**src/logic/hbgc_pkg.sv**
```systemverilog
// Functional notes
// [RULE1] switching starts only on enable rising edge with both supplies good.
// [RULE2] mid-level input held 50ns: high side off, low side into diode emulation.
// [RULE3] mid level is driven or released; released input is pulled to mid internally.
// [RULE4] diode emulation, input low or mid: low side on while current positive.
// [RULE5] diode emulation: low side off on negative current or after zero crossing.
// [RULE6] diode emulation enabled by active-low request or mid-level input.
// [RULE7] high-side over-current four consecutive cycles latches high side off, fault low.
// [RULE8] after over-current latch, low side on until zero current, then both off.
// [RULE9] latches clear only on supply recycle or enable toggle.
// [RULE10] negative current trip forces low side off 40ns, then normal control.
// [RULE11] negative current limit never reports fault nor latches.
// [RULE12] over-temperature latches high side off, fault low, low side until zero.
// [RULE13] phase-to-ground short latches high side off, fault low.
// [RULE14] open-drain active-low fault pulled low while any latch is active.
// [RULE15] enable low disables: both switches off, phase node high impedance.
// [RULE16] fault stays released until the fourth consecutive limited cycle.
// [RULE17] input classified high, low or mid each cycle from three comparators.
// [RULE18] over-current count clears on a cycle completing without over-current.
package hbgc_pkg;
   localparam int unsigned CLK_PERIOD_PS = 5000;
   localparam int unsigned MID_WINDOW_NS = 50;
   localparam int unsigned NEG_BLANK_NS = 40;
   // least times round up
   localparam int unsigned MID_WINDOW_CYC = (MID_WINDOW_NS * 1000 + CLK_PERIOD_PS - 1) / CLK_PERIOD_PS;
   localparam int unsigned NEG_BLANK_CYC = (NEG_BLANK_NS * 1000 + CLK_PERIOD_PS - 1) / CLK_PERIOD_PS;
   localparam int unsigned OC_LIMIT_CYCLES = 4;
   localparam logic [3:0] MID_CNT_RST = 4'h0;
   localparam logic [3:0] NEG_CNT_RST = 4'h0;
   localparam logic [2:0] OC_CNT_RST = 3'h0;
   // synchroniser reset keeps the active-low emulation request idle high
   localparam logic [13:0] SYNC_RST = 14'h0040;

   typedef enum logic [1:0] {HBGC_PWM_LOW, HBGC_PWM_MID, HBGC_PWM_HIGH} hbgc_level_e;
   typedef enum logic [1:0] {HBGC_OFF, HBGC_RUN, HBGC_DRAIN, HBGC_HALT} hbgc_state_e;

   function automatic hbgc_level_e hbgc_classify(input logic above_high, input logic below_low);
      if (above_high)
         return HBGC_PWM_HIGH;
      else if (below_low)
         return HBGC_PWM_LOW;
      else
         return HBGC_PWM_MID;
   endfunction
endpackage

```
**src/logic/hbgc_sync_if.sv**
```systemverilog
interface hbgc_sync_if;
   logic pwm_above_high;
   logic pwm_below_low;
   logic pwm_released;
   logic enable;
   logic logic_supply_good;
   logic driver_supply_good;
   logic diode_emu_req_n;
   logic current_positive;
   logic current_negative;
   logic zero_cross;
   logic hs_over_current;
   logic ls_neg_limit;
   logic over_temp;
   logic phase_short;
   modport src (output pwm_above_high, pwm_below_low, pwm_released, enable, logic_supply_good,
      driver_supply_good, diode_emu_req_n, current_positive, current_negative, zero_cross,
      hs_over_current, ls_neg_limit, over_temp, phase_short);
   modport dst (input pwm_above_high, pwm_below_low, pwm_released, enable, logic_supply_good,
      driver_supply_good, diode_emu_req_n, current_positive, current_negative, zero_cross,
      hs_over_current, ls_neg_limit, over_temp, phase_short);
endinterface

```
**src/logic/hbgc_sync.sv**
```systemverilog
// two-flop synchroniser for all comparator and pin inputs
module hbgc_sync
   import hbgc_pkg::*;
(
   // clock and reset
   input wire logic clock,
   input wire logic rst,
   // raw inputs
   input wire logic [13:0] raw,
   // synchronised outputs
   hbgc_sync_if.src sy
);
   logic [13:0] meta_r;
   logic [13:0] sync_r;
   always_ff @(posedge clock) begin
      if (rst) begin
         meta_r <= SYNC_RST;
         sync_r <= SYNC_RST;
      end else begin
         meta_r <= raw;
         sync_r <= meta_r;
      end
   end
   assign sy.pwm_above_high = sync_r[0];
   assign sy.pwm_below_low = sync_r[1];
   assign sy.pwm_released = sync_r[2];
   assign sy.enable = sync_r[3];
   assign sy.logic_supply_good = sync_r[4];
   assign sy.driver_supply_good = sync_r[5];
   // request idles high through reset
   assign sy.diode_emu_req_n = sync_r[6];
   assign sy.current_positive = sync_r[7];
   assign sy.current_negative = sync_r[8];
   assign sy.zero_cross = sync_r[9];
   assign sy.hs_over_current = sync_r[10];
   assign sy.ls_neg_limit = sync_r[11];
   assign sy.over_temp = sync_r[12];
   assign sy.phase_short = sync_r[13];
endmodule // hbgc_sync

```
**src/logic/hbgc_top.sv**
```systemverilog
module hbgc_top
   import hbgc_pkg::*;
(
   // clock and reset
   input wire logic clock,
   input wire logic rst,
   // pulse-width input comparators
   input wire logic pwm_above_high,
   input wire logic pwm_below_low,
   input wire logic pwm_released,
   // control pins and supply monitors
   input wire logic enable,
   input wire logic logic_supply_good,
   input wire logic driver_supply_good,
   input wire logic diode_emu_req_n,
   // analog comparator results
   input wire logic current_positive,
   input wire logic current_negative,
   input wire logic zero_cross,
   input wire logic hs_over_current,
   input wire logic ls_neg_limit,
   input wire logic over_temp,
   input wire logic phase_short,
   // switch commands
   output logic high_side_switch_on,
   output logic low_side_switch_on,
   output logic mid_pull_en,
   // open-drain fault report
   output logic fault_n_out,
   output logic fault_n_oe_n
);
   hbgc_sync_if sy ();

   hbgc_sync u_sync (
      .clock(clock),
      .rst(rst),
      .raw({phase_short, over_temp, ls_neg_limit, hs_over_current, zero_cross, current_negative,
         current_positive, diode_emu_req_n, driver_supply_good, logic_supply_good, enable,
         pwm_released, pwm_below_low, pwm_above_high}),
      .sy(sy)
   );

   hbgc_state_e state_r, state_nxt;
   logic en_prev_r;
   logic [3:0] mid_cnt_r;
   logic [3:0] neg_cnt_r;
   logic [2:0] oc_cnt_r;
   logic oc_seen_r;
   logic hs_prev_r;
   logic fault_oe_n_r;
   logic mid_pull_r;
   logic fault_drive_r;
   logic zc_done_r;
   logic hs_r, ls_r;

   wire supplies_ok = sy.logic_supply_good & sy.driver_supply_good;
   wire en_rise = sy.enable & ~en_prev_r & supplies_ok; // [RULE1]
   // disable or supply loss releases every latch
   wire clear_all = ~sy.enable | ~supplies_ok; // [RULE9] [RULE15]
   hbgc_level_e lvl;
   assign lvl = hbgc_classify(sy.pwm_above_high, sy.pwm_below_low); // [RULE17]
   wire is_mid = (lvl == HBGC_PWM_MID) | sy.pwm_released; // [RULE3]
   wire mid_held = is_mid && (mid_cnt_r >= 4'(MID_WINDOW_CYC)); // [RULE2]
   wire de_mode = ~sy.diode_emu_req_n | mid_held; // [RULE6]
   wire neg_block = (neg_cnt_r != NEG_CNT_RST); // [RULE10]
   wire cycle_end = hs_prev_r & ~hs_r;
   wire oc_trip = cycle_end && oc_seen_r && (oc_cnt_r == 3'(OC_LIMIT_CYCLES - 1)); // [RULE7]
   wire latch_ev = oc_trip | sy.over_temp | sy.phase_short; // [RULE12] [RULE13]
   wire drain_ev = oc_trip | sy.over_temp;

   // low-side diode emulation: on while positive, off on negative or after zero crossing
   wire de_ls = sy.current_positive & ~sy.current_negative & ~zc_done_r; // [RULE4] [RULE5]
   wire run_hs = (lvl == HBGC_PWM_HIGH) & ~mid_held;
   wire run_ls = de_mode ? ((lvl != HBGC_PWM_HIGH) & de_ls) : (lvl == HBGC_PWM_LOW);

   always_comb begin
      state_nxt = state_r;
      case (state_r)
         HBGC_OFF: if (en_rise) state_nxt = HBGC_RUN;
         HBGC_RUN: begin
            if (clear_all) state_nxt = HBGC_OFF;
            else if (drain_ev) state_nxt = HBGC_DRAIN; // [RULE8]
            else if (latch_ev) state_nxt = HBGC_HALT;
         end
         HBGC_DRAIN: begin
            if (clear_all) state_nxt = HBGC_OFF;
            else if (sy.zero_cross | ~sy.current_positive) state_nxt = HBGC_HALT; // [RULE8]
         end
         HBGC_HALT: if (clear_all) state_nxt = HBGC_OFF; // [RULE9]
         default: state_nxt = HBGC_OFF;
      endcase
   end

   wire hs_nxt = (state_r == HBGC_RUN) && (state_nxt == HBGC_RUN) && run_hs;
   wire ls_want = ((state_r == HBGC_RUN) && (state_nxt == HBGC_RUN) && run_ls && ~run_hs)
      || ((state_nxt == HBGC_DRAIN) && sy.current_positive);
   wire ls_nxt = ls_want & ~neg_block & ~sy.ls_neg_limit; // [RULE10] [RULE11]
   wire fault_nxt = (state_nxt == HBGC_DRAIN) || (state_nxt == HBGC_HALT); // [RULE14] [RULE16]

   always_ff @(posedge clock) begin
      if (rst) begin
         state_r <= HBGC_OFF;
         en_prev_r <= 1'b0;
         hs_r <= 1'b0;
         ls_r <= 1'b0;
         hs_prev_r <= 1'b0;
         fault_oe_n_r <= 1'b1;
         mid_pull_r <= 1'b1;
         fault_drive_r <= 1'b0;
      end else begin
         state_r <= state_nxt;
         en_prev_r <= sy.enable;
         hs_r <= hs_nxt;
         ls_r <= ls_nxt;
         hs_prev_r <= hs_r;
         fault_oe_n_r <= ~fault_nxt;
         mid_pull_r <= 1'b1;
         fault_drive_r <= 1'b0;
      end
   end

   always_ff @(posedge clock) begin
      if (rst)
         mid_cnt_r <= MID_CNT_RST;
      else if (!is_mid)
         mid_cnt_r <= MID_CNT_RST;
      else if (mid_cnt_r < 4'(MID_WINDOW_CYC))
         mid_cnt_r <= mid_cnt_r + 4'h1; // [RULE2]
   end

   // negative limit blanks the low side for a fixed time, no latch
   always_ff @(posedge clock) begin
      if (rst)
         neg_cnt_r <= NEG_CNT_RST;
      else if (sy.ls_neg_limit)
         neg_cnt_r <= 4'(NEG_BLANK_CYC); // [RULE10]
      else if (neg_block)
         neg_cnt_r <= neg_cnt_r - 4'h1;
   end

   // zero crossing seen since the current last went positive; a stale mark must not block a new pulse
   always_ff @(posedge clock) begin
      if (rst)
         zc_done_r <= 1'b0;
      else if (hs_r | ~de_mode | ~sy.current_positive)
         zc_done_r <= 1'b0;
      else if (ls_r & sy.zero_cross)
         zc_done_r <= 1'b1; // [RULE5]
   end

   // consecutive over-current cycles, counted at each high-side turn-off
   always_ff @(posedge clock) begin
      if (rst) begin
         oc_seen_r <= 1'b0;
         oc_cnt_r <= OC_CNT_RST;
      end else if (state_r != HBGC_RUN) begin
         oc_seen_r <= 1'b0;
         oc_cnt_r <= OC_CNT_RST;
      end else if (cycle_end) begin
         oc_seen_r <= hs_r & sy.hs_over_current;
         if (oc_seen_r)
            oc_cnt_r <= oc_cnt_r + 3'h1; // [RULE7]
         else
            oc_cnt_r <= OC_CNT_RST; // [RULE18]
      end else if (hs_r & sy.hs_over_current) begin
         oc_seen_r <= 1'b1;
      end
   end

   assign high_side_switch_on = hs_r;
   assign low_side_switch_on = ls_r;
   // internal source holds a released input at mid level
   assign mid_pull_en = mid_pull_r; // [RULE3]
   // open-drain pin: drive value stays low, the enable decides
   assign fault_n_out = fault_drive_r;
   assign fault_n_oe_n = fault_oe_n_r; // [RULE14]
endmodule // hbgc_top

```
**config.mk**
```make
export PLATFORM = sky130hd
export DESIGN_NAME = hbgc_top
export DESIGN_NICKNAME = d
export VERILOG_FILES = /design/src/logic/hbgc_pkg.sv /design/src/logic/hbgc_sync_if.sv /design/src/logic/hbgc_sync.sv /design/src/logic/hbgc_top.sv
export SDC_FILE = /design/constraint.sdc
export NUM_CORES = 1
export LEC_CHECK = 0
export BUFFER_PORTS_ARGS = -buffer_cell sky130_fd_sc_hd__buf_2
export CAP_MARGIN = 20
export CORE_MARGIN = 3
export CORE_UTILIZATION = 50
export DETAILED_ROUTE_END_ITERATION = 6
export GPL_ROUTABILITY_DRIVEN = 0
export HOLD_SLACK_MARGIN = 0.05
export PLACE_DENSITY = 0.73
export SLEW_MARGIN = 15
export SYNTH_ARGS = -nofsm -noshare
export SYNTH_HDL_FRONTEND = slang
export SYNTH_HIERARCHICAL = 1
export SYNTH_SLANG_ARGS = --single-unit
```
**constraint.sdc**
```tcl
create_clock -name clock -period 1.56 [get_ports clock]
set_input_delay 0.078 -clock clock [delete_from_list [all_inputs] [get_ports clock]]
set_output_delay 0.078 -clock clock [all_outputs]
set_load 0.02 [all_outputs]
```
* Yosys cells after proc, flatten, opt, wreduce, memory -nomap -nowiden
Index checks and enable logic that the tools add are counted. W data, S select, Z words.
Storage, ports and cells: bits in registers 48, input port bits 16, output and inout port bits 5, word-level logic and storage cells 100
Cells by class: $add $sub $neg 3, $lt $le $gt $ge 2, eq/ne operators 11, mux-type cells 16, bitwise operators 35, reductions and logical operators 19
Operators by type and width (number):
- $mux W2 | 8
- $not A1 Y1 | 15
- $and A1 B1 Y1 | 12
- $eq A2 B2 Y1 const B | 5
- $logic_and A1 B1 Y1 | 8
- $mux W4 | 2
- $or A1 B1 Y1 | 8
- $pmux W2 S4 | 1
- $reduce_or A2 Y1 | 4
- $eq A2 B1 Y1 const B | 3
- $add A4 B1 Y4 const B | 1
- $ge A4 B4 Y1 const B | 1
- $logic_not A2 Y1 | 2
- $lt A4 B4 Y1 const B | 1
- $mux W1 | 4
- $reduce_bool A2 Y1 | 2
- $reduce_bool A4 Y1 | 1
- $sub A4 B1 Y4 const B | 1
- $add A3 B1 Y3 const B | 1
- $eq A3 B2 Y1 const B | 1
- $mux W3 | 1
- $logic_or A1 B1 Y1 | 2
- $ne A2 B1 Y1 const B | 1
- $ne A2 B2 Y1 const B | 1

* Depth between registers and ports, before layout
depth after elaboration 17, depth in mapped cells 6, depth with buffers taken out 6

* By module
The synthesis kept the hierarchy.
By module, submodules not included:
- hbgc_top | times used 1, cells each 111, area an instance 988.4 sq um, sequential area each 400.4 sq um
- hbgc_sync | times used 1, cells each 58, area an instance 760.7 sq um, sequential area each 560.5 sq um

* Least setup slack after synthesis
Ideal clock, no wire load.
path kind reg2reg, from register oc_cnt_r[0], to register ls_r, in the netlist low_side_switch_on, setup time 0.117 ns, data arrival time 1.426 ns, data required time 1.443 ns, path slack 0.017 ns, cell stages (with the launch flop) 6, path buffers 0, period minus slack after synthesis 1.543 ns, cells stage by stage dfxtp_1 > ha_1 > ha_1 > a311o_1 > a21o_1 > a32o_1
On the way: longest elaborated chain between the ends 15, elaborated cells on any way between the ends 17, classes of those cells eq/ne (3); mux (4); bitwise (4); reduce/logical (6)
Ends and longest elaborated chain:
- start: declaration | line hbgc_top.sv:47 | logic [2:0] oc_cnt_r;
- start signal: assignment | line hbgc_top.sv:162 | oc_cnt_r <= oc_cnt_r + 3'h1;
- $eq A3 B2 Y1 (*) | line hbgc_top.sv:67 | wire oc_trip = cycle_end && oc_seen_r && (oc_cnt_r == 3'(OC_LIMIT_CYCLES - 1));
- $logic_and A1 B1 Y1 (*) | line hbgc_top.sv:67
- $or A1 B1 Y1 (*) | line hbgc_top.sv:68, hbgc_top.sv:69
- $or A1 B1 Y1 | line hbgc_top.sv:68 | wire latch_ev = oc_trip | sy.over_temp | sy.phase_short;
- $mux W2 | line hbgc_top.sv:83 | else if (latch_ev) state_nxt = HBGC_HALT;
- $mux W2 (*) | line hbgc_top.sv:82 | else if (drain_ev) state_nxt = HBGC_DRAIN;
- $mux W2 (*) | line hbgc_top.sv:81 | if (clear_all) state_nxt = HBGC_OFF;
- $pmux W2 S4 (*) | line hbgc_top.sv:78 | case (state_r)
- $eq A2 B1 Y1 | line hbgc_top.sv:95 | wire ls_want = ((state_r == HBGC_RUN) && (state_nxt == HBGC_RUN) && run_ls && ~run_hs)
- $logic_and A1 B1 Y1 (3 in a row) | line hbgc_top.sv:95
- $logic_or A1 B1 Y1 (*) | line hbgc_top.sv:96 | || ((state_nxt == HBGC_DRAIN) && sy.current_positive);
- $and A1 B1 Y1 (*) (2 in a row) | line hbgc_top.sv:97 | wire ls_nxt = ls_want & ~neg_block & ~sy.ls_neg_limit;
- end signal: assignment | line hbgc_top.sv:114 | ls_r <= ls_nxt;
- end: declaration | line hbgc_top.sv:54 | logic hs_r, ls_r;
Every way passes the cells marked *; elsewhere a longest branch is shown, timed or not. A chain may end at the register's enable or synchronous reset.

* Worst setup path in the final report
Same ends and word-level chain as after synthesis.

==> qor.txt <==
Tmin final: 1580 ps
combinational power share: 16.8%
WP data arrival: 1840 ps
Final Cell Area: 2220 sq um
Yosys top cell area share: 54.9%
Mean Syn Cell Area: 10.4 sq um
max-slew violations: 0
RSZ-0062 raised after global routing: yes
max frequency: 0.633 GHz
Final #Nets: 234
post-route clock period utilization: 101%
Top cell by count, worst path: ha_4
Root Buffer: clkbuf_4
Starting DRT DRC Count: 60
pin count of the biggest net entering global routing: 24
core area: 3200 sq um
drt first pass iters: 4
Sw Share: 24.1%
layout cells sized above 1: 22.1%
worst ir drop on vdd: 0.000748 V
status: finished, violations left
via count of the first global-routing pass: 1342
CP cell instances: ha_4, ha_4, a311o_1, a21o_1, a32o_1
dpl cell area: 1910 sq um
TritonCTS sink count: 48
gr usage total: 16.3%
crit path launch: oc_cnt_r[0]$_SDFFE_PP0N_
final wirelength: 3070 microns
Worst setup SP type: register
WS Path Type: reg -> reg
#FFs+latches synth: 48
failing checks: negative setup slack
Net Switching: 628 uW
total grt overflow: 0
Crit-path slowest cell: a311o_1
WP data required: 1820 ps
worst hold path startpoint: rst
cell with the most instances after synthesis: dfxtp_1
Leak: 0.000890 uW
worst stage delay on the critical path: 400 ps
initial core utilization: 54.6%
diode count: 0
Post-synth top flop: dfxtp_1
worst-path maximum fanout: 4
Clock power frac: 30.7%
synthesized cell area: 1750 sq um
vias per cell: 4.96
Bufs and invs on worst path: 0
Overall Power: 2610 uW
initial antenna violation count: 0
share of the yosys chip area belonging to registers: 54.9%
Die Span X: 65.1 microns
FFs w/ async S/R, synth: 0%
# port buffers: 18
WL/cell: 11.9 microns
Hold Path Class: in -> reg
syn nets: 191
Power Density: 1170 nW/um^2
Setup violations, final: 1
CTS Buf Count: 5
CTS tree: yes
CP delay by family, top: compound AO/OA/AOI/OAI gates
number of remaining DRC errors: 0
EDFF count, synth: 0
clock skew: 9.31 ps
worst r2r src: oc_cnt_r[0]$_SDFFE_PP0N_
Post-DRT Antenna Nets: 0
post-detailed-placement half-perimeter wirelength: 1970 microns
worst setup margin: -20.8 ps
die area: 4240 sq um
Yosys warning count: 6
Max Cap Viol: 0
I/O pin count: 21
post-synth cell types: 42
Seq pwr share: 52.5%
via count: 1274
H-tree depth: 2
post-route setup TNS: -20.8 ps
largest cells by area after synthesis: dfxtp_1 55%, nor2b_1 8.9%, ha_1 4.3%, a21oi_1 3.7%, and2b_1 2.1%
Layout area overhead: 27.0%
Pint: 1980 uW
Worst-path clk slew: 130 ps
clk_lat worst skew: 360 ps
chip height: 65.1 microns
element type at the critical path end: register
Clock Tree Buf Depth: 2
cell row count: 20
Yosys top cell by area: dfxtp_1
global-route wire length before repair: 5330 microns
Gate Count Post-Synth: 169
Fin. Hold Viols: 0
top cells by count, synth: 48 x dfxtp_1, 25 x nor2b_1, 13 x a21oi_1
cell type report:
cell class,instances,area (sq um)
fillers,255,981
flip-flops and latches,48,963
multi-input cells,108,781
repair buffers,41,298
clock buffers,7,65.1
well taps,44,55.1
clock inverters,1,30.0
inverters,8,30.0
stage by stage:
stage / worst slack (ps) / hold slack (ps) / instances / utilization, %
finish: -20.8 / 122 / 257 / 69.4
detailed placement: -70.1 / 258 / 233 / 59.6
global route: -54.8 / 135 / 257 / 69.4
global placement: -20.0 / 259 / 233 / 59.6
CTS: -0.997 / 113 / 257 / 67.7
floorplan: 16.9 / 150 / 169 / -
metal layers:
| metal | GRT usage (%) | wire (microns) | vias up |
|---|---|---|---|
| met1 | 16.2 | 1310 | 575 |
| met2 | 30.8 | 1560 | 37 |
| met3 | 5.47 | 139 | 10 |
| met5 | 0 | 0 | - |
| li1 | - | - | 652 |
| met4 | 6.48 | 62 | 0 |
cell usage in the layout, fill, tap and decap left out, drive strengths merged, types with 2 or more instances in the layout:
master       Yosys  layout
or2              2       2
nor2             7       7
nor3             4       4
nand2b           3       3
ha               6       6
or3              2       2
nor2b           26      26
dfxtp           48      48
conb             2       2
inv              7       7
buf              4      27
o21ai            2       2
and2b            5       5
a21o             3       3
a311oi           2       2
clkbuf           1       7
nor3b            2       2
nand3b           2       2
a21oi           13      13
nand3            5       5
nand2            4       4
xnor2            3       3
dlygate4sd3      0      14
power groups by stage:
stage	Combinational, uW	Sequential [uW]	Clock (uW)
after floorplan	275	1380	0
after global placement	357	1380	0
after detailed placement	384	1390	0
after CTS	417	1360	811
after global routing	490	1380	859
final	438	1370	799
worst paths after layout:
| path | to | slack (ps) | cells after the start |
|---|---|---|---|
| min reg2reg | u_sync/sync_r[6]$_SDFF_PP1_ | 420 | 1 |
| min | oc_cnt_r[1]$_SDFFE_PP0N_ | 120 | 3 |
| max | low_side_switch_on$_SDFF_PP0_ | -20 | 5 |
| max reg2reg | low_side_switch_on$_SDFF_PP0_ | -20 | 5 |
tightest hold or removal path: stages:
cell and delay [ps]:
buf_2 100, or3b_1 220, a21oi_1 60
cells by family (layout without fill, tap and decap cells):
group	count (synthesis)	count (layout)	share of synthesized area, %
AO/OA/AOI/OAI	28	28	10.4
buffers and inverters	13	57	3.86
adder cells (fa/ha/maj)	6	6	4.29
AND/OR/NAND/NOR	68	68	24.0
multiplexers	1	1	0.572
other	2	2	0.429
flip-flops	48	48	54.9
XOR/XNOR	3	3	1.50
registers in the layout, summed over array words and instances (netlist names):
register	cells
state_r	2
zc_done_r	1
neg_cnt_r	4
oc_seen_r	1
high_side_switch_on	1
u_sync/sync_r	14
hs_prev_r	1
en_prev_r	1
low_side_switch_on	1
u_sync/meta_r	14
mid_cnt_r	4
fault_n_oe_n	1
oc_cnt_r	3
what timing repair did:
action                                 CTS  global route
setup buffers                            2             0
endpoints found under the hold margin   14             0
gates cloned                             0             0
resized for setup                        5             8
hold buffers                            14             0
pin swaps                                1             4
setup endpoints to repair                1             3
No activity file was read; power rests on OpenSTA's default activity.
